## config.mk

```make
export PLATFORM = sky130hd
export DESIGN_NAME = erictl_ctrl
export DESIGN_NICKNAME = d
export VERILOG_FILES = /design/src/hdl/erictl_pkg.sv /design/src/hdl/erictl_ctrl.sv
export VERILOG_INCLUDE_DIRS = /design/src /design/src/hdl
export SDC_FILE = /design/constraint.sdc
export NUM_CORES = 1
export LEC_CHECK = 0
export ABC_AREA = 1
export BUFFER_PORTS_ARGS = -buffer_cell sky130_fd_sc_hd__buf_4
export CAP_MARGIN = 20
export CORE_ASPECT_RATIO = 1.75
export CORE_MARGIN = 2
export CORE_UTILIZATION = 54
export DETAILED_ROUTE_END_ITERATION = 7
export GPL_TIMING_DRIVEN = 0
export PLACE_DENSITY = 0.81
export SLEW_MARGIN = 20
export SYNTH_ARGS = -nofsm -noshare
export SYNTH_HDL_FRONTEND = slang
export SYNTH_SLANG_ARGS = --single-unit
export TNS_END_PERCENT = 10
```

## constraint.sdc

```tcl
create_clock -name hclk -period 3.1 [get_ports hclk]
set_input_delay 0.93 -clock hclk [delete_from_list [all_inputs] [get_ports hclk]]
set_output_delay 0.93 -clock hclk [all_outputs]
set_load 0.02 [all_outputs]
```

## src/hdl/erictl_regs.svh

```systemverilog
// Register indices, field positions, reset values and counts of the exception controller
`ifndef ERICTL_REGS_SVH
`define ERICTL_REGS_SVH

// Register indices; byte address is four times the index
`define ERICTL_IDX_SYSCTL      16'hFFC4
`define ERICTL_IDX_SENSE       16'hFFC6
`define ERICTL_IDX_ENABLE      16'hFFC7
`define ERICTL_IDX_KEYLO       16'hFFF1
`define ERICTL_IDX_KEYHI       16'hFFF3
`define ERICTL_IDX_PEND        16'hFFE0
`define ERICTL_IDX_STAT        16'hFFE1

// Reset values
`define ERICTL_RST_SYSCTL      8'h09
`define ERICTL_RST_SENSE       8'h00
`define ERICTL_RST_ENABLE      8'h00
`define ERICTL_RST_KEYLO       8'hBF
`define ERICTL_RST_KEYHI       8'hFF

// Field positions
`define ERICTL_SYS_XRST        3
`define ERICTL_SYS_NMSEL       2
`define ERICTL_STAT_NMI        7

// Watchdog reset pulse width in system clocks
`define ERICTL_WDT_PULSE       10'd518

// Vector numbers and address arithmetic
`define ERICTL_VEC_RESET       6'h00
`define ERICTL_VEC_NMI         6'h03
`define ERICTL_VEC_NONE        6'h3F
`define ERICTL_NUM_SRC         35
`define ERICTL_NUM_PERIPH      26
`define ERICTL_NUM_EXT         8
`define ERICTL_NUM_KEY         16
`define ERICTL_KEY_IRQ         6

`endif

```

## src/hdl/erictl_pkg.sv

```systemverilog
// Types shared by the exception and interrupt controller
package erictl_pkg;

  typedef enum logic [1:0] {
    ERICTL_RUN,
    ERICTL_EXT_HOLD,
    ERICTL_WDT_HOLD,
    ERICTL_VECTOR
  } erictl_rst_state_t;

endpackage

```

## src/hdl/erictl_ctrl.sv

```systemverilog
// Reset sequencing, interrupt detection and priority with AHB-Lite registers
//
// The implementer's own choice: the AHB-Lite register port.
`timescale 1ns/1ps
`include "erictl_regs.svh"

module erictl_ctrl (
  // Clock and power-on reset
  input  wire logic        hclk,
  input  wire logic        hresetn,
  // AHB-Lite slave
  input  wire logic        hsel,
  input  wire logic [31:0] haddr,
  input  wire logic [1:0]  htrans,
  input  wire logic        hwrite,
  input  wire logic [2:0]  hsize,
  input  wire logic [31:0] hwdata,
  input  wire logic        hready,
  output logic             hreadyout,
  output logic             hresp,
  output logic [31:0]      hrdata,
  // Request pins, active low except nonmask_pin_n when NMSEL selects its rising edge, asynchronous
  input  wire logic        external_clear_pin_n,
  input  wire logic        nonmask_pin_n,
  input  wire logic [7:0]  ext_request_n,
  input  wire logic [15:0] key_sense_inputs_n,
  // On-chip peripherals, same clock
  input  wire logic [25:0] periph_request,
  input  wire logic        watchdog_reset_pulse,
  input  wire logic        watchdog_nonmask_pulse,
  // CPU core
  input  wire logic        cpu_insn_boundary,
  input  wire logic        cpu_flag_manip_done,
  input  wire logic        cpu_imask,
  output logic             chip_reset_n,
  output logic             reset_vector_fetch,
  output logic             int_accept,
  output logic [5:0]       int_vector,
  output logic [15:0]      vector_addr,
  output logic             set_imask
);

  // Lowest set bit wins; index 0 is the nonmaskable source
  function automatic logic [5:0] pick_source(input logic [`ERICTL_NUM_SRC-1:0] req);
    logic [5:0] idx;
    idx = `ERICTL_VEC_NONE;
    for (int i = `ERICTL_NUM_SRC - 1; i >= 0; i--) begin
      if (req[i]) begin
        idx = 6'(i);
      end
    end
    return idx;
  endfunction

  // Word address of a vector; 0 and 3..37 only, so 2..5 never appear
  function automatic logic [15:0] vec_to_addr(input logic [5:0] vec);
    return {9'h000, vec, 1'b0};
  endfunction

  // Register map decode
  function automatic logic hit(input logic [31:0] addr, input logic [15:0] idx);
    return (addr[31:18] == 14'h0000) && (addr[17:2] == idx) && (addr[1:0] == 2'b00);
  endfunction

  // Two-flop synchronisers
  logic        clr_s1_q, clr_s2_q;
  logic        nmi_s1_q, nmi_s2_q, nmi_prev_q;
  logic [7:0]  irq_s1_q, irq_s2_q;
  logic [15:0] key_s1_q, key_s2_q;
  logic [7:0]  irq_prev_q;
  logic [7:0]  irq_line_n;

  always_ff @(posedge hclk or negedge hresetn) begin
    if (!hresetn) begin
      clr_s1_q   <= 1'b0;
      clr_s2_q   <= 1'b0;
      nmi_s1_q   <= 1'b1;
      nmi_s2_q   <= 1'b1;
      nmi_prev_q <= 1'b1;
      irq_s1_q   <= 8'hFF;
      irq_s2_q   <= 8'hFF;
      irq_prev_q <= 8'hFF;
      key_s1_q   <= 16'hFFFF;
      key_s2_q   <= 16'hFFFF;
    end else begin
      clr_s1_q   <= external_clear_pin_n;
      clr_s2_q   <= clr_s1_q;
      nmi_s1_q   <= nonmask_pin_n;
      nmi_s2_q   <= nmi_s1_q;
      nmi_prev_q <= nmi_s2_q;
      irq_s1_q   <= ext_request_n;
      irq_s2_q   <= irq_s1_q;
      irq_prev_q <= irq_line_n;
      key_s1_q   <= key_sense_inputs_n;
      key_s2_q   <= key_s1_q;
    end
  end

  // Reset state machine
  erictl_pkg::erictl_rst_state_t rst_q, rst_d;
  logic [9:0]                    wdt_cnt_q;
  logic                          in_reset;
  logic                          first_block_q;

  always_comb begin
    rst_d = rst_q;
    case (rst_q)
      erictl_pkg::ERICTL_RUN: begin
        if (!clr_s2_q) begin
          rst_d = erictl_pkg::ERICTL_EXT_HOLD;
        end else if (watchdog_reset_pulse) begin
          rst_d = erictl_pkg::ERICTL_WDT_HOLD;
        end
      end
      erictl_pkg::ERICTL_EXT_HOLD: begin
        if (clr_s2_q) begin
          rst_d = erictl_pkg::ERICTL_VECTOR;
        end
      end
      erictl_pkg::ERICTL_WDT_HOLD: begin
        if (!clr_s2_q) begin
          rst_d = erictl_pkg::ERICTL_EXT_HOLD;
        end else if (wdt_cnt_q == 10'd1) begin
          rst_d = erictl_pkg::ERICTL_VECTOR;
        end
      end
      erictl_pkg::ERICTL_VECTOR: begin
        rst_d = clr_s2_q ? erictl_pkg::ERICTL_RUN : erictl_pkg::ERICTL_EXT_HOLD;
      end
      default: begin
        rst_d = erictl_pkg::ERICTL_EXT_HOLD;
      end
    endcase
  end

  assign in_reset = (rst_q == erictl_pkg::ERICTL_EXT_HOLD) ||
                    (rst_q == erictl_pkg::ERICTL_WDT_HOLD);

  always_ff @(posedge hclk or negedge hresetn) begin
    if (!hresetn) begin
      rst_q <= erictl_pkg::ERICTL_EXT_HOLD;
    end else begin
      rst_q <= rst_d;
    end
  end

  // Pulse width counted from entry, so the hold lasts exactly the pulse
  always_ff @(posedge hclk or negedge hresetn) begin
    if (!hresetn) begin
      wdt_cnt_q <= 10'd0;
    end else if (rst_q == erictl_pkg::ERICTL_RUN && clr_s2_q && watchdog_reset_pulse) begin
      wdt_cnt_q <= `ERICTL_WDT_PULSE;
    end else if (wdt_cnt_q != 10'd0) begin
      wdt_cnt_q <= wdt_cnt_q - 10'd1;
    end
  end

  // Registers
  logic [7:0] sysctl_q, sense_q, enable_q, keylo_q, keyhi_q;
  logic [7:0] sysctl_d, sense_d, enable_d, keylo_d, keyhi_d;
  logic       wr_pend_q;
  logic [15:0] wr_idx_q;
  logic       wr_now;
  logic [7:0] wbyte;

  assign wr_now = wr_pend_q;
  assign wbyte  = hwdata[7:0];

  always_comb begin
    sysctl_d = sysctl_q;
    sense_d  = sense_q;
    enable_d = enable_q;
    keylo_d  = keylo_q;
    keyhi_d  = keyhi_q;
    if (wr_now) begin
      case (wr_idx_q)
        `ERICTL_IDX_SYSCTL: begin
          sysctl_d = {wbyte[7:4], sysctl_q[`ERICTL_SYS_XRST], wbyte[2:0]};
        end
        `ERICTL_IDX_SENSE:  sense_d  = wbyte;
        `ERICTL_IDX_ENABLE: enable_d = wbyte;
        `ERICTL_IDX_KEYLO:  keylo_d  = wbyte;
        `ERICTL_IDX_KEYHI:  keyhi_d  = wbyte;
        default: begin
        end
      endcase
    end
  end

  // Chip reset returns every register to its initial value except XRST, which a watchdog reset clears
  always_ff @(posedge hclk or negedge hresetn) begin
    if (!hresetn) begin
      sysctl_q <= `ERICTL_RST_SYSCTL;
      sense_q  <= `ERICTL_RST_SENSE;
      enable_q <= `ERICTL_RST_ENABLE;
      keylo_q  <= `ERICTL_RST_KEYLO;
      keyhi_q  <= `ERICTL_RST_KEYHI;
    end else if (in_reset) begin
      sysctl_q <= `ERICTL_RST_SYSCTL;
      sysctl_q[`ERICTL_SYS_XRST] <= (rst_q == erictl_pkg::ERICTL_EXT_HOLD);
      sense_q  <= `ERICTL_RST_SENSE;
      enable_q <= `ERICTL_RST_ENABLE;
      keylo_q  <= `ERICTL_RST_KEYLO;
      keyhi_q  <= `ERICTL_RST_KEYHI;
    end else begin
      sysctl_q <= sysctl_d;
      sense_q  <= sense_d;
      enable_q <= enable_d;
      keylo_q  <= keylo_d;
      keyhi_q  <= keyhi_d;
    end
  end

  // Request 6 also low when any unmasked key input is low
  logic       key_any;

  assign key_any = |(~key_s2_q & ~{keyhi_q, keylo_q});
  always_comb begin
    irq_line_n = irq_s2_q;
    irq_line_n[`ERICTL_KEY_IRQ] = irq_s2_q[`ERICTL_KEY_IRQ] & ~key_any;
  end

  // Edge detection
  logic       nmi_edge;
  logic [7:0] irq_fall;

  assign nmi_edge = sysctl_q[`ERICTL_SYS_NMSEL] ? (nmi_s2_q & ~nmi_prev_q)
                                                : (~nmi_s2_q & nmi_prev_q);
  assign irq_fall = irq_prev_q & ~irq_line_n & enable_q & sense_q;

  // Acceptance
  logic                        nmi_pend_q;
  logic [7:0]                  irq_pend_q;
  logic [`ERICTL_NUM_SRC-1:0]  src_req;
  logic [7:0]                  irq_req;
  logic [5:0]                  win;
  logic                        take;
  logic                        take_nmi;
  logic [7:0]                  take_irq;

  // Level sense requests while enabled and low; edge sense from the latch
  assign irq_req = (sense_q & irq_pend_q) | (~sense_q & enable_q & ~irq_line_n);

  always_comb begin
    src_req = '0;
    src_req[0] = nmi_pend_q;
    if (!cpu_imask) begin
      src_req[`ERICTL_NUM_EXT:1] = irq_req;
      src_req[`ERICTL_NUM_SRC-1:`ERICTL_NUM_EXT+1] = periph_request;
    end
  end

  assign win  = pick_source(src_req);
  assign take = cpu_insn_boundary && !cpu_flag_manip_done && !first_block_q &&
                (rst_q == erictl_pkg::ERICTL_RUN) && (win != `ERICTL_VEC_NONE);
  assign take_nmi = take && (win == 6'd0);

  always_comb begin
    take_irq = 8'h00;
    for (int i = 0; i < `ERICTL_NUM_EXT; i++) begin
      take_irq[i] = take && (win == 6'(i + 1));
    end
  end

  // Set wins over clear on every latch
  always_ff @(posedge hclk or negedge hresetn) begin
    if (!hresetn) begin
      nmi_pend_q <= 1'b0;
    end else if (in_reset) begin
      nmi_pend_q <= 1'b0;
    end else if (nmi_edge || watchdog_nonmask_pulse) begin
      nmi_pend_q <= 1'b1;
    end else if (take_nmi) begin
      nmi_pend_q <= 1'b0;
    end
  end

  // Clearing edge latches needs mask set with sense and enable both zero
  always_ff @(posedge hclk or negedge hresetn) begin
    if (!hresetn) begin
      irq_pend_q <= 8'h00;
    end else if (in_reset) begin
      irq_pend_q <= 8'h00;
    end else begin
      irq_pend_q <= irq_fall |
                    (irq_pend_q & ~(take_irq & sense_q) &
                     ~({8{cpu_imask}} & ~sense_q & ~enable_q));
    end
  end

  // First instruction after reset always runs
  always_ff @(posedge hclk or negedge hresetn) begin
    if (!hresetn) begin
      first_block_q <= 1'b1;
    end else if (rst_q != erictl_pkg::ERICTL_RUN) begin
      first_block_q <= 1'b1;
    end else if (cpu_insn_boundary) begin
      first_block_q <= 1'b0;
    end
  end

  // CPU side outputs
  logic [5:0] last_vec_q;

  always_ff @(posedge hclk or negedge hresetn) begin
    if (!hresetn) begin
      chip_reset_n       <= 1'b0;
      reset_vector_fetch <= 1'b0;
      int_accept         <= 1'b0;
      int_vector         <= `ERICTL_VEC_RESET;
      vector_addr        <= 16'h0000;
      set_imask          <= 1'b0;
      last_vec_q         <= `ERICTL_VEC_RESET;
    end else begin
      chip_reset_n       <= !in_reset;
      reset_vector_fetch <= (rst_q == erictl_pkg::ERICTL_VECTOR) && clr_s2_q;
      int_accept         <= take;
      set_imask          <= take || ((rst_q == erictl_pkg::ERICTL_VECTOR) && clr_s2_q);
      if (rst_q == erictl_pkg::ERICTL_VECTOR) begin
        int_vector  <= `ERICTL_VEC_RESET;
        vector_addr <= vec_to_addr(`ERICTL_VEC_RESET);
      end else if (take) begin
        int_vector  <= win + `ERICTL_VEC_NMI;
        vector_addr <= vec_to_addr(win + `ERICTL_VEC_NMI);
        last_vec_q  <= win + `ERICTL_VEC_NMI;
      end
    end
  end

  // AHB-Lite slave: zero wait states, always OKAY
  logic       addr_ok;
  logic [7:0] rd_byte;

  assign addr_ok   = hsel && hready && htrans[1];
  assign hreadyout = 1'b1;
  assign hresp     = 1'b0;

  always_ff @(posedge hclk or negedge hresetn) begin
    if (!hresetn) begin
      wr_pend_q <= 1'b0;
      wr_idx_q  <= 16'h0000;
    end else begin
      wr_pend_q <= addr_ok && hwrite && (haddr[31:18] == 14'h0000);
      wr_idx_q  <= haddr[17:2];
    end
  end

  // Reads see a write completing in the same cycle
  always_comb begin
    rd_byte = 8'h00;
    if (hit(haddr, `ERICTL_IDX_SYSCTL)) begin
      rd_byte = sysctl_d;
    end else if (hit(haddr, `ERICTL_IDX_SENSE)) begin
      rd_byte = sense_d;
    end else if (hit(haddr, `ERICTL_IDX_ENABLE)) begin
      rd_byte = enable_d;
    end else if (hit(haddr, `ERICTL_IDX_KEYLO)) begin
      rd_byte = keylo_d;
    end else if (hit(haddr, `ERICTL_IDX_KEYHI)) begin
      rd_byte = keyhi_d;
    end else if (hit(haddr, `ERICTL_IDX_PEND)) begin
      rd_byte = irq_pend_q;
    end else if (hit(haddr, `ERICTL_IDX_STAT)) begin
      rd_byte = {nmi_pend_q, 1'b0, last_vec_q};
    end
  end

  always_ff @(posedge hclk or negedge hresetn) begin
    if (!hresetn) begin
      hrdata <= 32'h0000_0000;
    end else if (addr_ok && !hwrite) begin
      hrdata <= {24'h000000, rd_byte};
    end
  end

endmodule

```

# ---- Word-level counts from Yosys, hierarchy flattened
# Cells that the tools add are included.
# Widths: inputs -> output; s select.
dict set report totals {
  ff_bits 180
  inputBits 131
  elab_cells 221
}
dict set report classes {
  addsub 2
  eq_ne 28
  mux 78
  bitwise_logic 28
  reduce_logical 55
}
# cell n
set op_table {}
lappend op_table {{$mux 6} 36}
lappend op_table {{$eq 16x16->1 const B} 12}
lappend op_table {{$mux 8} 23}
lappend op_table {{$and 8x8->8} 11}
lappend op_table {{$not 8->8} 5}
lappend op_table {{$logic_and 1x1->1} 35}
lappend op_table {{$mux 34} 1}
lappend op_table {{$mux 16} 2}
lappend op_table {{$not 16->16} 2}
lappend op_table {{$eq 6x3->1 const B} 4}
lappend op_table {{$mux 10} 2}
lappend op_table {{$and 16x16->16} 1}
lappend op_table {{$or 8x8->8} 2}
lappend op_table {{$reduce_or 16->1} 1}
lappend op_table {{$logic_not 14->1} 1}
lappend op_table {{$eq 6x2->1 const B} 2}
lappend op_table {{$eq 10x1->1 const B} 1}
lappend op_table {{$mux 2} 5}
lappend op_table {{$reduce_bool 10->1} 1}
lappend op_table {{$sub 10x1->10 const B} 1}
lappend op_table {{$pmux 2 s4} 1}
lappend op_table {{$reduce_bool 2->1} 4}
lappend op_table {{$mux 1} 7}
lappend op_table {{$add 6x2->6 const B} 1}
lappend op_table {{17 further kinds} 30}

# ---- Logic depth before layout (Yosys ltp)
# Gate-level depths: netlist of run 1.
dict set report logic_depth {
  word_depth 53
  ltp_mapped 44
  ltp_nobuf 44
}

# ---- Least setup slack after synthesis of run 1
# OpenSTA, ideal clock, no wires.
dict set report synth_timing {
  kind {input to register}
  start {in cpu_imask}
  end {reg nmi_pend_q}
  setup_ns 0.124
  arrival_ns 3.458
  required_ns 2.976
  setup_slack_ns -0.482
  path_stages 41
  path_buffers 1
  path_cell_list {buf_6 -> nor2_2 -> nand2_1 -> nand2_1 -> nand2_1 -> nand2_1 -> nand2_1 -> nand2_1 -> nand2_1 -> nand2_1 -> nand2_1 -> nand2_1 -> nand2_1 -> nand2_1 -> nand2_1 -> nand2_1 -> nand2_1 -> nand2_1 -> [... 5 more ...] -> nand2_1 -> nand2_1 -> nand2_1 -> nand2_1 -> nand2_1 -> nand2_1 -> nand2_1 -> nand2_1 -> nand2_1 -> nand2_2 -> nand2_4 -> inv_2 -> ha_1 -> nand3_1 -> nand2_2 -> inv_2 -> a31oi_1 -> o31a_1}
}
dict set report synth_between {
  elab_chain_len 40
  elab_cells_between_ends 41
  cone_classes {1 x eq/ne; 36 x mux; 4 x reduce/logical}
}
# element line
set synth_rtl {}
lappend synth_rtl {{start, declared} erictl_ctrl.sv:34} ;# input wire logic cpu_imask,
lappend synth_rtl {{$mux 34 *} erictl_ctrl.sv:247} ;# if (!cpu_imask) begin
lappend synth_rtl {{$mux 5} erictl_ctrl.sv:48} ;# if (req[i]) begin
lappend synth_rtl {{$mux 6 (32 in a row)} erictl_ctrl.sv:48}
lappend synth_rtl {{$mux 6 * (2 in a row)} erictl_ctrl.sv:48}
lappend synth_rtl {{$ne 6x6->1 (no source line) *} -}
lappend synth_rtl {{$logic_and 1x1->1 *} erictl_ctrl.sv:254} ;# assign take = cpu_insn_boundary && !cpu_flag_manip_done && !first_block_q &&
lappend synth_rtl {{via take} erictl_ctrl.sv:237} ;# logic take;
lappend synth_rtl {{$logic_and 1x1->1 *} erictl_ctrl.sv:256} ;# assign take_nmi = take && (win == 6'd0);
lappend synth_rtl {{$reduce_bool 3->1 (no source line) *} -}
lappend synth_rtl {{end signal, assigned} erictl_ctrl.sv:268} ;# nmi_pend_q <= 1'b0;
lappend synth_rtl {{end signal, assigned} erictl_ctrl.sv:270} ;# nmi_pend_q <= 1'b0;
lappend synth_rtl {{end signal, assigned} erictl_ctrl.sv:272} ;# nmi_pend_q <= 1'b1;
lappend synth_rtl {{end, declared} erictl_ctrl.sv:232} ;# logic nmi_pend_q;
# Mark *: on every way through the listed nets, which the timed path passes. The rest lies on a longest branch.
# A chain may end at the register's enable or synchronous reset.

# ---- Final worst setup path of run 1
dict set report layout_timing {
  start {in cpu_imask}
  end {reg last_vec_q[5]}
}
dict set report layout_between {
  elab_chain_len 39
  elab_cells_between_ends 40
  cone_classes {1 x add/sub; 1 x eq/ne; 36 x mux; 2 x reduce/logical}
}
# element line
set layout_rtl {}
lappend layout_rtl {{$mux 34 *} erictl_ctrl.sv:247}
lappend layout_rtl {{$mux 5} erictl_ctrl.sv:48}
lappend layout_rtl {{$mux 6 (32 in a row)} erictl_ctrl.sv:48}
lappend layout_rtl {{$mux 6 * (2 in a row)} erictl_ctrl.sv:48}
lappend layout_rtl {{branches (longest 3 deep; another with $add 6x2->6)} -}
lappend layout_rtl {{end signal, assigned} erictl_ctrl.sv:313} ;# last_vec_q <= `ERICTL_VEC_RESET;
lappend layout_rtl {{end signal, assigned} erictl_ctrl.sv:325} ;# last_vec_q <= win + `ERICTL_VEC_NMI;
lappend layout_rtl {{end, declared} erictl_ctrl.sv:303} ;# logic [5:0] last_vec_q;
# Mark *: on every way between the ends.

==> results list, run 1 <==
- The hold violation total from the final report is 0.
- Summing internal, switching and leakage power gives roughly 6000 uW.
- Dividing the final minimum period by the clock period gives 113.5%.
* Largest family of logic cells by synthesized area: simple AND/OR/NAND/NOR gates
* Placeable Area: around 0.014 mm^2
- The mapped netlist covers 0.007781 mm^2.
- Inserted Diodes: 0
* Count of nets after finishing: between 1000 and 1500
- OpenSTA, run right after detailed placement, puts the worst setup slack at -1011 ps.
- The H-tree was split into 4 levels.
- After routing, the total negative slack on setup checks comes to -7384 ps.
* Synth warnings: 0
* Met1 usage in global routing: between 20% and 30%
- In this run the worst hold path is classified as reg -> reg.
* Last weighted congestion value of the routability-driven placer: just under 1
* Max Root-Sink Buffers: 2
* Ratio of routed vias to standard cells: approximately 5.4
- DIE HEIGHT: 162.8 um
- Leakage power: slightly above 0.005 uW
- Adder-cell area share of the yosys netlist: approximately 1.8%
- Slack of the worst reg-to-reg path: about 100 ps
* Max Slew Vio Count: 0
- Synthesis produced between 800 and 900 cells.
* Core Util, Final: a little over two thirds
* Worst vdd rail ir drop: 0.0004475 V
- Max_slew headroom: approximately three fifths
- Synthesis inferred 164 register bits.
- GRT met3 Usage: 3.980%
* Crit path required time: around 3500 ps
- Transition at the pin with the smallest max-transition slack: between 600 and 700 ps
- Summing the areas of all and, or, nand and nor instances in the mapped netlist gives a little over a fifth of the synthesized area.
- HP Start: key_s1_q[0]
- Drt pass-1 iters: 5
- Post-layout worst setup margin: -418.2 ps
- Worst-Skew Late Latency: 430 ps
- Xor-xnor portion of the synthesized cell area: less than 1%
- The initial antenna violation count was 0.
- Setup violations remaining at the end of the flow were counted as 23.
* Final Instance Area: roughly 0.01 mm^2
- GRT Max-Usage Layer: met2
* Ys flop type: dfrtp_1
* Total clock buffers created by CTS: 17
- The endpoint identified for the worst register-to-register timing path is last_vec_q[5].
* Pin count of the biggest net entering global routing: 85
- Counting I/O delays and the setup requirement, the final critical path takes 3518 ps.
- The flow ran to the end, but the final reports show violations.
- The worst register-to-register path begins at keyhi_q[3].
* Die Span X: roughly 95 um
* Compound-Gate Fraction of Synth Area: about a tenth
- Worst hold path depth: 0
- Routed length per placed instance: 16.06 um
- Highest attainable clock frequency: 284.2 MHz
* Starting density of the core: ~55%
- After synthesis, flip-flops and latches occupy about 54% of the total area.
* Hold bufs inserted after CTS: 0
- The detailed router finished its first iteration with slightly above 500 violations.
- TritonCTS sink count: approximately 160
- Area growth, synth to finish: 28.57%
* Kind of critical path: in -> reg
- Averaged over all synthesized cells, the footprint is 8.842 um^2.
* Filler Cells Inserted: 1112
- For this run the aggregate overflow at the end of global routing stands at 0.
* Global-route usage over all layers: roughly 27%
- In the layout the commonest cells are nand2_1 (179), buf_4 (177), nor2_1 (103).
- Summing all placed instances gives a cell area of slightly above 0.009 mm^2.
* Final wirelength: 20330 um
* Critical Path End Type: flip-flop
* Post-route ant nets: 0
- Post-synth cell types: 44
- Count of boundary I/O pins: 191
- Clock-pin slew was measured on the worst setup and hold paths at ~70 ps.
* Global-route wire length before repair: between 30000 and 40000 um
- Violated checks: negative setup slack
* Data arrival time of the critical path: around 3900 ps
- Most common cell after layout, fill and taps aside: nand2_1
* Final Skew: around 11 ps
- In the synthesized netlist the async set-or-reset flop fraction comes to between 90% and 100%.
* Multiplexer share of the synthesized area: about 1.9%
* Number of placement rows: between 50 and 60
- Type of element launching the critical path: input port
* Number of vias after detailed routing: roughly 6800
* Number of synthesized flops with an enable pin: 0
* Vias in the first global route: between 6000 and 7000
- Total die area: roughly 0.015 mm^2
* Layout cells sized above 1: 31.95%
* Detailed Place HPWL: around 15000 um
- R2r worst-path depth: 19
- In the global route stage, met2 resource usage came out at roughly half.
- Setup repair after global routing could not meet its margin everywhere.
- Worst Hold Path EP: key_s2_q[0]
* Count of input and output buffers: 125
* Maximum fanout count along the critical path: 9
* Remaining DRCs: 0
- Areal power density over the cells: between 600 and 700 mW/mm^2
- Max Cap Viol: 0
- CTS tree: done
- Clock root buffer: clkbuf_16
==> final cells by class <==
type                    count  area [um^2]  area share, %
flip-flops and latches    164         4202          42.00
multi-input cells         592         3114          31.13
repair buffers            138         1075          10.74
clock buffers              17        425.4          4.252
plain buffers              57        396.6          3.964
inverters                 101        391.6          3.914
well taps                 180        225.2          2.251
clock inverters            15        161.4          1.613
repair inverters            2        13.76         0.1376
==> worst max-delay path, cell delays in order <==
cell and delay [ps]:
buf_8 100, buf_8 110, buf_4 120, buf_4 170, a21oi_1 170, nand2_1 70, a21oi_1 130, nor2_1 80
o211ai_1 160, a31oi_1 100, o21bai_1 190, a31oi_1 100, nor2_1 110, o211ai_1 120, nand2_2 200, inv_2 100
ha_4 180, nand3_4 80, nand2_8 100, nor2_4 220, inv_4 70, a21oi_2 110, nand2_1 100, nand2_1 80
==> where the power goes <==
part | switching (uW) | internal, uW | total (uW)
clock network | 956 | 1140 | 2100
logic | 974 | 523 | 1500
registers | 128 | 2370 | 2500
==> repair_timing <==
action / CTS / global route
resized for setup: 20 / 16
pin swaps: 18 / 15
endpoints found under the setup margin: 31 / 31
setup buffers: 8 / 4
endpoints found under the hold margin: 0 / 0
gates cloned: 1 / 1
==> metal layers <==
| layer | vias to the layer above | share of wire [%] | wire [um] |
|---|---|---|---|
| li1 | 3216 | - | - |
| met1 | 3220 | 34 | 6960 |
| met2 | 277 | 54 | 11060 |
| met3 | 79 | 4.8 | 984 |
| met4 | 0 | 6.5 | 1323 |
| met5 | - | 0 | 0 |
==> logic make-up (layout without fill, tap and decap cells) <==
| group | Yosys count | after routing |
|---|---|---|
| AOI/OAI and AO/OA | 135 | 135 |
| xor gates and xnor gates | 3 | 3 |
| adders and majority gates | 11 | 11 |
| buffers and inverters | 158 | 330 |
| DFF | 164 | 164 |
| muxes | 15 | 15 |
| other | 2 | 36 |
| and+or+nand+nor | 392 | 392 |
==> how the worst max path moves through the flow <==
| stage | startpoint | end | slack [ps] | depth (start not counted) |
|---|---|---|---|---|
| detailed placement | cpu_imask | nmi_pend_q | -1010 | 29 |
| finish | cpu_imask | last_vec_q[5] | -420 | 24 |
| global placement | cpu_imask | nmi_pend_q | -970 | 42 |
| global route | cpu_imask | last_vec_q[5] | -710 | 44 |
| floorplan | cpu_imask | nmi_pend_q | -340 | 41 |
| CTS | cpu_imask | nmi_pend_q | -390 | 42 |
==> cell usage after synthesis (11+ instances only) <==
library cell	n	area share, %
o21ai_1	31	2.0
buf_4	43	4.1
nand2_1	180	8.7
nor2_1	104	5.0
dfstp_2	78	26
dfrtp_1	86	28
a21oi_1	24	1.5
inv_1	84	4.1
ha_1	11	1.8
clkbuf_1	12	0.58
o21ai_0	38	2.4
inv_2	15	0.72
nor3_1	14	0.90
nor4_1	19	1.5
mux2i_1	15	1.9
nand4_1	18	1.4
nand3_1	37	2.4
o211ai_1	12	1.2
==> flip-flops by register name, indices dropped and copies added, names as in the netlist, 2 cells and up <==
name and count:
key_s1_q 16, key_s2_q 16, wr_idx_q 16, wdt_cnt_q 10, enable_q 8, hrdata 8
irq_pend_q 8, irq_prev_q 8, irq_s1_q 8, irq_s2_q 8, keyhi_q 8, keylo_q 8
sense_q 8, sysctl_q 8, last_vec_q 6, vector_addr 6, rst_q 2
==> per-stage QoR <==
stage               std cells  hold WS (ps)
floorplan                 914         331.2
global placement         1219         337.5
detailed placement       1220         342.6
CTS                      1261         353.5
global route             1266         358.6
finish                   1266         352.8
No activity file was read; power rests on OpenSTA's default activity.
==> run 2: changes to the inputs <==
--- a/config.mk
+++ b/config.mk
@@ -6,7 +6,6 @@
 export SDC_FILE = /design/constraint.sdc
 export NUM_CORES = 1
 export LEC_CHECK = 0
-export ABC_AREA = 1
 export BUFFER_PORTS_ARGS = -buffer_cell sky130_fd_sc_hd__buf_4
 export CAP_MARGIN = 20
 export CORE_ASPECT_RATIO = 1.75
@@ -15,6 +14,7 @@
 export DETAILED_ROUTE_END_ITERATION = 7
 export GPL_TIMING_DRIVEN = 0
 export PLACE_DENSITY = 0.81
+export SETUP_SLACK_MARGIN = 0.4
 export SLEW_MARGIN = 20
 export SYNTH_ARGS = -nofsm -noshare
 export SYNTH_HDL_FRONTEND = slang
==> run 2 against run 1 <==
  * The flow now finishes without violations
  * Sequential share of layout area down 0.31 points
  * Sequential power about the same
  * Maximum frequency is 21% higher
  * Critical path depth decreased by 11
  * Global-route usage rose by 0.40 points
  * Clock skew down 0.84 ps
  * Non-clock buffer count is 14 higher
  * Total power increased by 0.26%
  * Highest routed layer unchanged
  * Combinational power about the same
  * Worst setup slack better by 610 ps
  * Final area increased by 0.74%
==> results list, run 2 <==
- The run finished with clean final reports.
- Clock Pin Slew Worst Setup and Hold Paths: 70 ps (about the same)
- Post-route ant nets: 0 (unchanged)
* Worst-Skew Late Latency: 430 ps (about the same)
* Pre-CTS worst setup slack: -696.1 ps (+314.9 ps)
* DIE HEIGHT: 161.4 um (-0.85%)
* Clock H-tree levels: 4 (unchanged)
- Unrepaired setup endpoints after global routing: true
- The distinct cell type count after synthesis is 72 (+64%).
* Reg power frac: 41.5% (+0.5 points)
- The final instance area was 0.01008 mm^2 (+0.74%).
* Remaining DRCs: 0 (unchanged)
* Most common library cells after synthesis: dfrtp_1 (86), dfstp_2 (78), nor2_1 (71)
* Count of nets after finishing: 1040 (-14%)
- STA classifies the critical path startpoint as a flip-flop.
- The number of slew-limit violations in the final report was 0 (unchanged).
- Count of input and output buffers: 125 (unchanged)
- The count of mapped cells out of synthesis came to 695 (-21%).
- Global-route wire length before repair: 32560 um (+2.5%)
* Power dissipated by switching net loads: 2043 uW (-0.75%)
- Multi-input gate area in the final layout: 0.003398 mm^2 (+9.1%)
* Layout cells sized above 1: 39.41% (+7.5 points)
- Cells taking the most area after synthesis: dfrtp_1 (28%), dfstp_2 (27%), mux2i_1 (5.4%)
* Area growth, synth to finish: 31.81%
- In the post-synthesis netlist, the cell with the most instances is dfrtp_1.
* Detailed Place HPWL: 14690 um (-3.7%)
- Share of total power in combinational logic: 24.2% (-0.4 points)
- The setup TNS after final layout was 0 ps (+7384 ps).
- Max Cap Viol: 0 (unchanged)
* Final min period: 2904 ps (-613.8 ps)
- Number of vias after detailed routing: 6297 (-7.3%)
- CTS tree: done
- Maximum fanout count along the critical path: 3 (-6)
- # setup viols final: 0 (-100%)
- The number of placement rows is 57 (-1.7%).
- The per-instance average area after synthesis is 11.00 um^2 (+24%).
- The global route total overflow is 0 (unchanged).
* Type of the tightest min-delay check: reg -> reg
* Worst vdd rail ir drop: 0.0005322 V (+19%)
- TritonCTS sink count: 164 (unchanged)
- The hold violation total from the final report is 0 (unchanged).
- The filler cell count is 1010 (-9.2%).
- Leaving out fill and tap cells, the most frequent cell in the layout is buf_4.
* Die Span X: 93.95 um (-0.83%)
- STA classifies the critical path endpoint as a flip-flop.
- Clock share of power: 34.3% (-0.2 points)
* Cell Int Power: 4067 uW (+0.77%)
- The peak clock frequency supported by timing came to 344.3 MHz (+21%).
- The total I/O pin count is 191 (unchanged).
- The synthesis warning total was 0 (unchanged).
* Share of total power consumed by net switching: 33.44% (-0.34 points)
- Post-synth top area cell: dfrtp_1
- The pin count of the biggest net entering global routing was 95 (+12%).
* Last weighted congestion value of the routability-driven placer: 0.8912 (-9.4%)
- Crit path required time: 3390 ps (-80 ps)
* FF/Latch Area: 0.004202 mm^2 (unchanged)
- Total clock buffers created by CTS: 17 (unchanged)
* Largest registers in the final layout: key_s1_q (16), key_s2_q (16), wr_idx_q (16)
* Max Root-Sink Buffers: 2 (unchanged)
- The effective utilization at floorplan was 55.26% (+0.56 points).
* Portion of the post-synthesis area used by sequential elements: 54.95% (+0.95 points)
* Drt pass-1 iters: 7 (+2)
- Leaving out fill and tap cells, the most frequent cells in the layout are buf_4 (188), dfrtp_1 (86), dfstp_2 (78).
* Total die area: 0.01516 mm^2 (-1.7%)
- The total global routing track utilization came to 27.53% (+0.40 points).
* Vias in the first global route: 6675 (-1.1%)
- Kind of critical path: reg -> reg
* Placed cell areas: 0.009060 mm^2 (-0.93%)
- Ratio of routed vias to standard cells: 5.788 (+7.9%)
- The fraction of registers with async set/reset was 100.0% (unchanged).
- The area share of the leading cell type in the synthesized netlist came to 28.15% (+0.49 points).
* Hold bufs inserted after CTS: 0 (unchanged)
- Post-layout worst setup margin: 195.6 ps (+613.8 ps)
* Period utilisation layout: 93.69% (-20 points)
- Core Util, Final: 72.84% (+2.5 points)
- The endpoint arrival time on the critical path came to 3200 ps (-690 ps).
- The post-synthesis instance area was 0.007646 mm^2 (-1.7%).
* Seq cells post-synth: 164 (unchanged)
- The number of flops mapped to enable cells by yosys came to 0 (unchanged).
- The area of the core region was 0.01384 mm^2 (-2.7%).
* Initial drt markers: 452 (-11%)
* Final Skew: 10.47 ps (-0.8422 ps)
* Max_slew headroom: 50.41% (-8.9 points)
- Inserted Diodes: 0 (unchanged)
- The initial antenna violation count came to 0 (unchanged).
- The wire length reported by the detailed router is 20490 um (+0.75%).
- The leakage power figure is 0.004672 uW (-7.3%).
* Areal power density over the cells: 606.3 mW/mm^2 (-0.48%)
* Routed length per placed instance: 18.83 um (+17%)
- Clock root buffer: clkbuf_16
- Ys flop type: dfrtp_1
- The transition time at the pin with the least slew margin was 743.8 ps (+139.3 ps).
run 2: cell count changes after synthesis, sizes merged, moves of 9 or more:
cell and change:
nand2 -133, o21ai -48, mux2i +26, o22ai +9, nand4b +11, a21oi +18, nor2 -38, nand4 -11
nand3 -19, inv -81
run 2: repair_timing:
| item | CTS | global route |
|---|---|---|
| resized for setup | 29 | 16 |
| pin swaps | 16 | 6 |
| buffers inserted | 17 | 7 |
| hold endpoints to repair | 0 | 0 |
| endpoints found under the setup margin | 31 | 27 |
run 2: logic make-up (layout without fill, tap and decap cells):
group / Yosys count / in the layout / synth area share, %
compound gates: 148 / 148 / 13.45
simple gates: 242 / 242 / 17.20
fa+ha+maj: 11 / 11 / 1.800
mux: 45 / 45 / 5.956
buf+inv: 78 / 260 / 5.973
other cells: 2 / 36 / 0.09822
xor+xnor: 5 / 5 / 0.5727
flops: 164 / 164 / 54.95
run 2: final timing paths:
kind                       startpoint             to  depth (start not counted)  slack [ps]
max                        keylo_q[3]  irq_pend_q[7]                         13         200
min in group asynchronous     hresetn   chip_reset_n                          1         440
min                          clr_s1_q       clr_s2_q                          0         350
min reg2reg                  clr_s1_q       clr_s2_q                          0         350
max reg2reg                keylo_q[3]  irq_pend_q[7]                         13         200
max in group asynchronous     hresetn    irq_s2_q[7]                          2        1810
run 2: final cells by class:
cell class	count	share of cell area [%]
Sequential cell	164	41.69
Multi-Input combinational cell	487	33.72
Timing Repair Buffer	150	11.52
Clock buffer	18	4.469
Buffer	59	4.047
Tap cell	177	2.197
Clock inverter	14	1.577
Inverter	19	0.7821
run 2: metal layers:
layer	GRT usage, %	up-vias	routed length, um
li1	-	2877	-
met1	30.28	3119	7371
met2	50.68	248	11460
met3	4.618	53	920
met4	12.38	0	733
met5	0	-	0
run 2: metrics by stage:
stage | instances | hold WS [ps] | total power (uW)
after floorplan | 729 | 331.2 | 3360
after global placement | 1031 | 334.7 | 3837
after detailed placement | 1032 | 337.9 | 3920
after CTS | 1081 | 355.6 | 6117
after global routing | 1088 | 357.6 | 6377
final | 1088 | 351.6 | 6111
run 2: power by group through the flow:
| stage | clock, uW | sequential [uW] | combinational [uW] |
|---|---|---|---|
| global placement | 0 | 2540 | 1300 |
| detailed placement | 0 | 2560 | 1360 |
| floorplan | 0 | 2540 | 822 |
| finish | 2100 | 2530 | 1480 |
| global route | 2200 | 2550 | 1620 |
| CTS | 2130 | 2530 | 1460 |
run 2: worst max-delay path: stages (launching register included):
cell	delay, ps
dfstp_2	560
o22ai_4	80
nor4_4	420
buf_4	200
nand4b_4	130
nand3b_1	190
a31oi_4	130
buf_6	140
inv_4	60
ha_4	140
nand2_1	50
or4b_4	480
o311ai_2	90
a21oi_1	90
==> run 3: changes to the inputs <==
--- a/config.mk
+++ b/config.mk
@@ -9,11 +9,12 @@
 export BUFFER_PORTS_ARGS = -buffer_cell sky130_fd_sc_hd__buf_4
 export CAP_MARGIN = 20
 export CORE_ASPECT_RATIO = 1.75
-export CORE_MARGIN = 2
+export CORE_MARGIN = 1.5
 export CORE_UTILIZATION = 54
 export DETAILED_ROUTE_END_ITERATION = 7
+export GPL_ROUTABILITY_DRIVEN = 0
 export GPL_TIMING_DRIVEN = 0
-export PLACE_DENSITY = 0.81
+export PLACE_DENSITY = 0.92
 export SETUP_SLACK_MARGIN = 0.4
 export SLEW_MARGIN = 20
 export SYNTH_ARGS = -nofsm -noshare
==> run 3 against run 2 <==
  * Count of clock-buffer cells in the layout shrank 1
  * Worst hold slack got worse by 2.3 ps
  * Sequential power hardly changed
  * Clock skew is 0.88 ps higher
  * Total power up 3.7%
  * Utilization up 0.53 points
  * Critical path depth is the same
  * Maximum frequency decreased by 6.1%
  * First-iteration DRC count is 76% higher
  * Die area fell by 1.7%
  * Clock power grew 9%
  * Critical path type unchanged
  * Largest cell class unchanged
==> results list, run 3 (same netlist as run 2, synthesis figures left out) <==
- The run finished with clean final reports.
- The number of max-cap violations came to 0 (unchanged).
* Total clock buffers created by CTS: 17 (unchanged)
* TritonCTS sink count: 164 (unchanged)
- Global-route wire length before repair: 32890 um (+1.0%)
- Vias in the first global route: 6662 (-0.19%)
- The pin count of the biggest net entering global routing was 87 (-8.4%).
- The clock transition at the registers of the reported paths is 70 ps (about the same).
* Placed cell areas: 0.009060 mm^2 (unchanged)
- Final wirelength: 22550 um (+10%)
- Type of element launching the critical path: flip-flop
- The transition time at the pin with the least slew margin is 659.2 ps (-84.58 ps).
- The CTS H-tree depth came to 4 (unchanged).
* Crit path required time: 3400 ps (about the same)
- Worst vdd rail ir drop: 0.0004069 V (-24%)
- Kind of critical path: reg -> reg
- The share of layout cells above drive strength 1 came to 40.66% (+1.3 points).
- Core Util, Final: 73.38% (+0.53 points)
* Type of the tightest min-delay check: reg -> reg
* Final Hold Vio Count: 0 (unchanged)
* Die Span X: 92.95 um (-1.1%)
* Data arrival time of the critical path: 3390 ps (+190 ps)
- The DRC violation count after routing is 0 (unchanged).
- Final Skew: 11.35 ps (+0.8824 ps)
* Leakage power: 0.004693 uW (+0.45%)
- Drt pass-1 iters: 6 (-1)
* CTS tree: done
- The total global routing track utilization was 28.83% (+1.3 points).
- The quantity of I/O buffers inserted on ports is 125 (unchanged).
* Max Root-Sink Buffers: 2 (unchanged)
* Period utilisation layout: 99.79% (+6.1 points)
- Total power of the final layout: 6339 uW (+3.7%)
* Total die area: 0.01491 mm^2 (-1.7%)
* Areal power density over the cells: 624.4 mW/mm^2 (+3.0%)
* Placeable Area: 0.01384 mm^2 (unchanged)
- Relative to the synthesized area, the layout overhead comes to 32.78%.
- The number of placement rows is 57 (unchanged).
- The count of vias placed by the detailed router is 6760 (+7.4%).
* Largest registers in the final layout: key_s1_q (16), key_s2_q (16), wr_idx_q (16)
* Critical Path End Type: flip-flop
* Starting density of the core: 55.26% (unchanged)
- Final min period: 3094 ps (+189.2 ps)
* Count of boundary I/O pins: 191 (unchanged)
* Maximum fanout count along the critical path: 3 (unchanged)
* Post-route ant nets: 0 (unchanged)
- The y dimension of the die came to 160.4 um (-0.62%).
* Count of nets after finishing: 1039 (-0.096%)
- The final instance area came to 0.01015 mm^2 (+0.73%).
- Most used cells in the layout excluding fill and tap cells: buf_4 (188), dfrtp_1 (86), dfstp_2 (78)
- The detailed placer's ending HPWL is 13750 um (-6.4%).
- Filler Cells Inserted: 877 (-13%)
- Max Slew Vio Count: 0 (unchanged)
- The detailed router's first-iteration violation count came to 794 (+76%).
- Number of antenna violations at the first check in global routing: 1 (+1)
* Inserted Diodes: 0 (unchanged)
- Hold Worst Slack: 349.3 ps (-2.313 ps)
- # setup viols final: 0 (unchanged)
- The cell sitting at the root of the clock tree is a clkbuf_16.
- The worst hold path stage count is 0 (unchanged).
- R2r worst-path depth: 13 (unchanged)
* Worst-Skew Late Latency: 430 ps (about the same)
- Ratio of routed vias to standard cells: 6.219 (+7.5%)
- Max_slew headroom: 55.65% (+5.2 points)
- Highest attainable clock frequency: 323.3 MHz (-6.1%)
- The hold buffer count at CTS is 0 (unchanged).
* Routed length per placed instance: 20.74 um (+10%)
* Unrepaired setup endpoints after global routing: true
* Most common cell after layout, fill and taps aside: buf_4
- The global route total overflow was 0 (unchanged).
- The setup TNS after final layout is 0 ps (unchanged).
-- run 3: cell types whose count changed in the layout (fill, tap and decap cells not counted), moves of 4 or more --
cell       change
bufinv_16      +4
clkinv_8       -4
nor4_1         -4
nor4_2         +4
-- run 3: repair_timing --
action | 4_1_cts | 5_1_grt
hold endpoints to repair | 0 | 0
gates resized for setup | 26 | 32
setup endpoints to repair | 31 | 30
pin swaps | 11 | 15
buffers inserted | 13 | 10
-- run 3: worst paths after layout --
kind,start,end,slack (ps)
min in group asynchronous,hresetn,keylo_q[6],490
min reg2reg,clr_s1_q,clr_s2_q,350
max reg2reg,key_s2_q[10],irq_pend_q[7],6
min,clr_s1_q,clr_s2_q,350
max,key_s2_q[10],irq_pend_q[7],6
max in group asynchronous,hresetn,irq_s2_q[7],1780
-- run 3: report_power, final --
part	switching, uW	internal (uW)
Clock	913	1370
Sequential	157	2380
Combinational	959	564
Total	2030	4310
-- run 3: critical path, cell delays in order, from the launching register on --
cell and delay, ps:
dfstp_2 550, o22ai_2 110, nor4_4 410, buf_4 200, nand4b_4 160, nand3b_1 230, a31oi_4 150, buf_6 150
inv_4 60, ha_4 140, nand2_1 60, or4b_4 530, o311ai_2 100, a21oi_1 100
-- run 3: area by class of cell --
type,count,area (um^2),share of cell area [%]
sequential,164,4202,41.39
multi-input combinational,487,3447,33.95
timing repair buffer,149,1154,11.36
clock buffer,17,425.4,4.190
buffer,59,406.6,4.005
tap,177,221.5,2.181
clock inverter,15,215.2,2.120
inverter,19,81.33,0.8011
-- run 3: metal layers --
| metal | wire (um) | up-vias | GRT usage, % |
|---|---|---|---|
| li1 | - | 2860 | - |
| met1 | 7337 | 3268 | 30.47 |
| met2 | 11630 | 475 | 49.27 |
| met3 | 1887 | 157 | 7.765 |
| met4 | 1689 | 0 | 19.21 |
| met5 | 0 | - | 0 |
-- run 3: per-stage QoR --
step	std cells	worst slack (ps)
after floorplan	729	-43.40
after global placement	1031	-572.5
final	1087	6.416
after CTS	1077	174.0
after detailed placement	1032	-686.1
after global routing	1087	-84.82
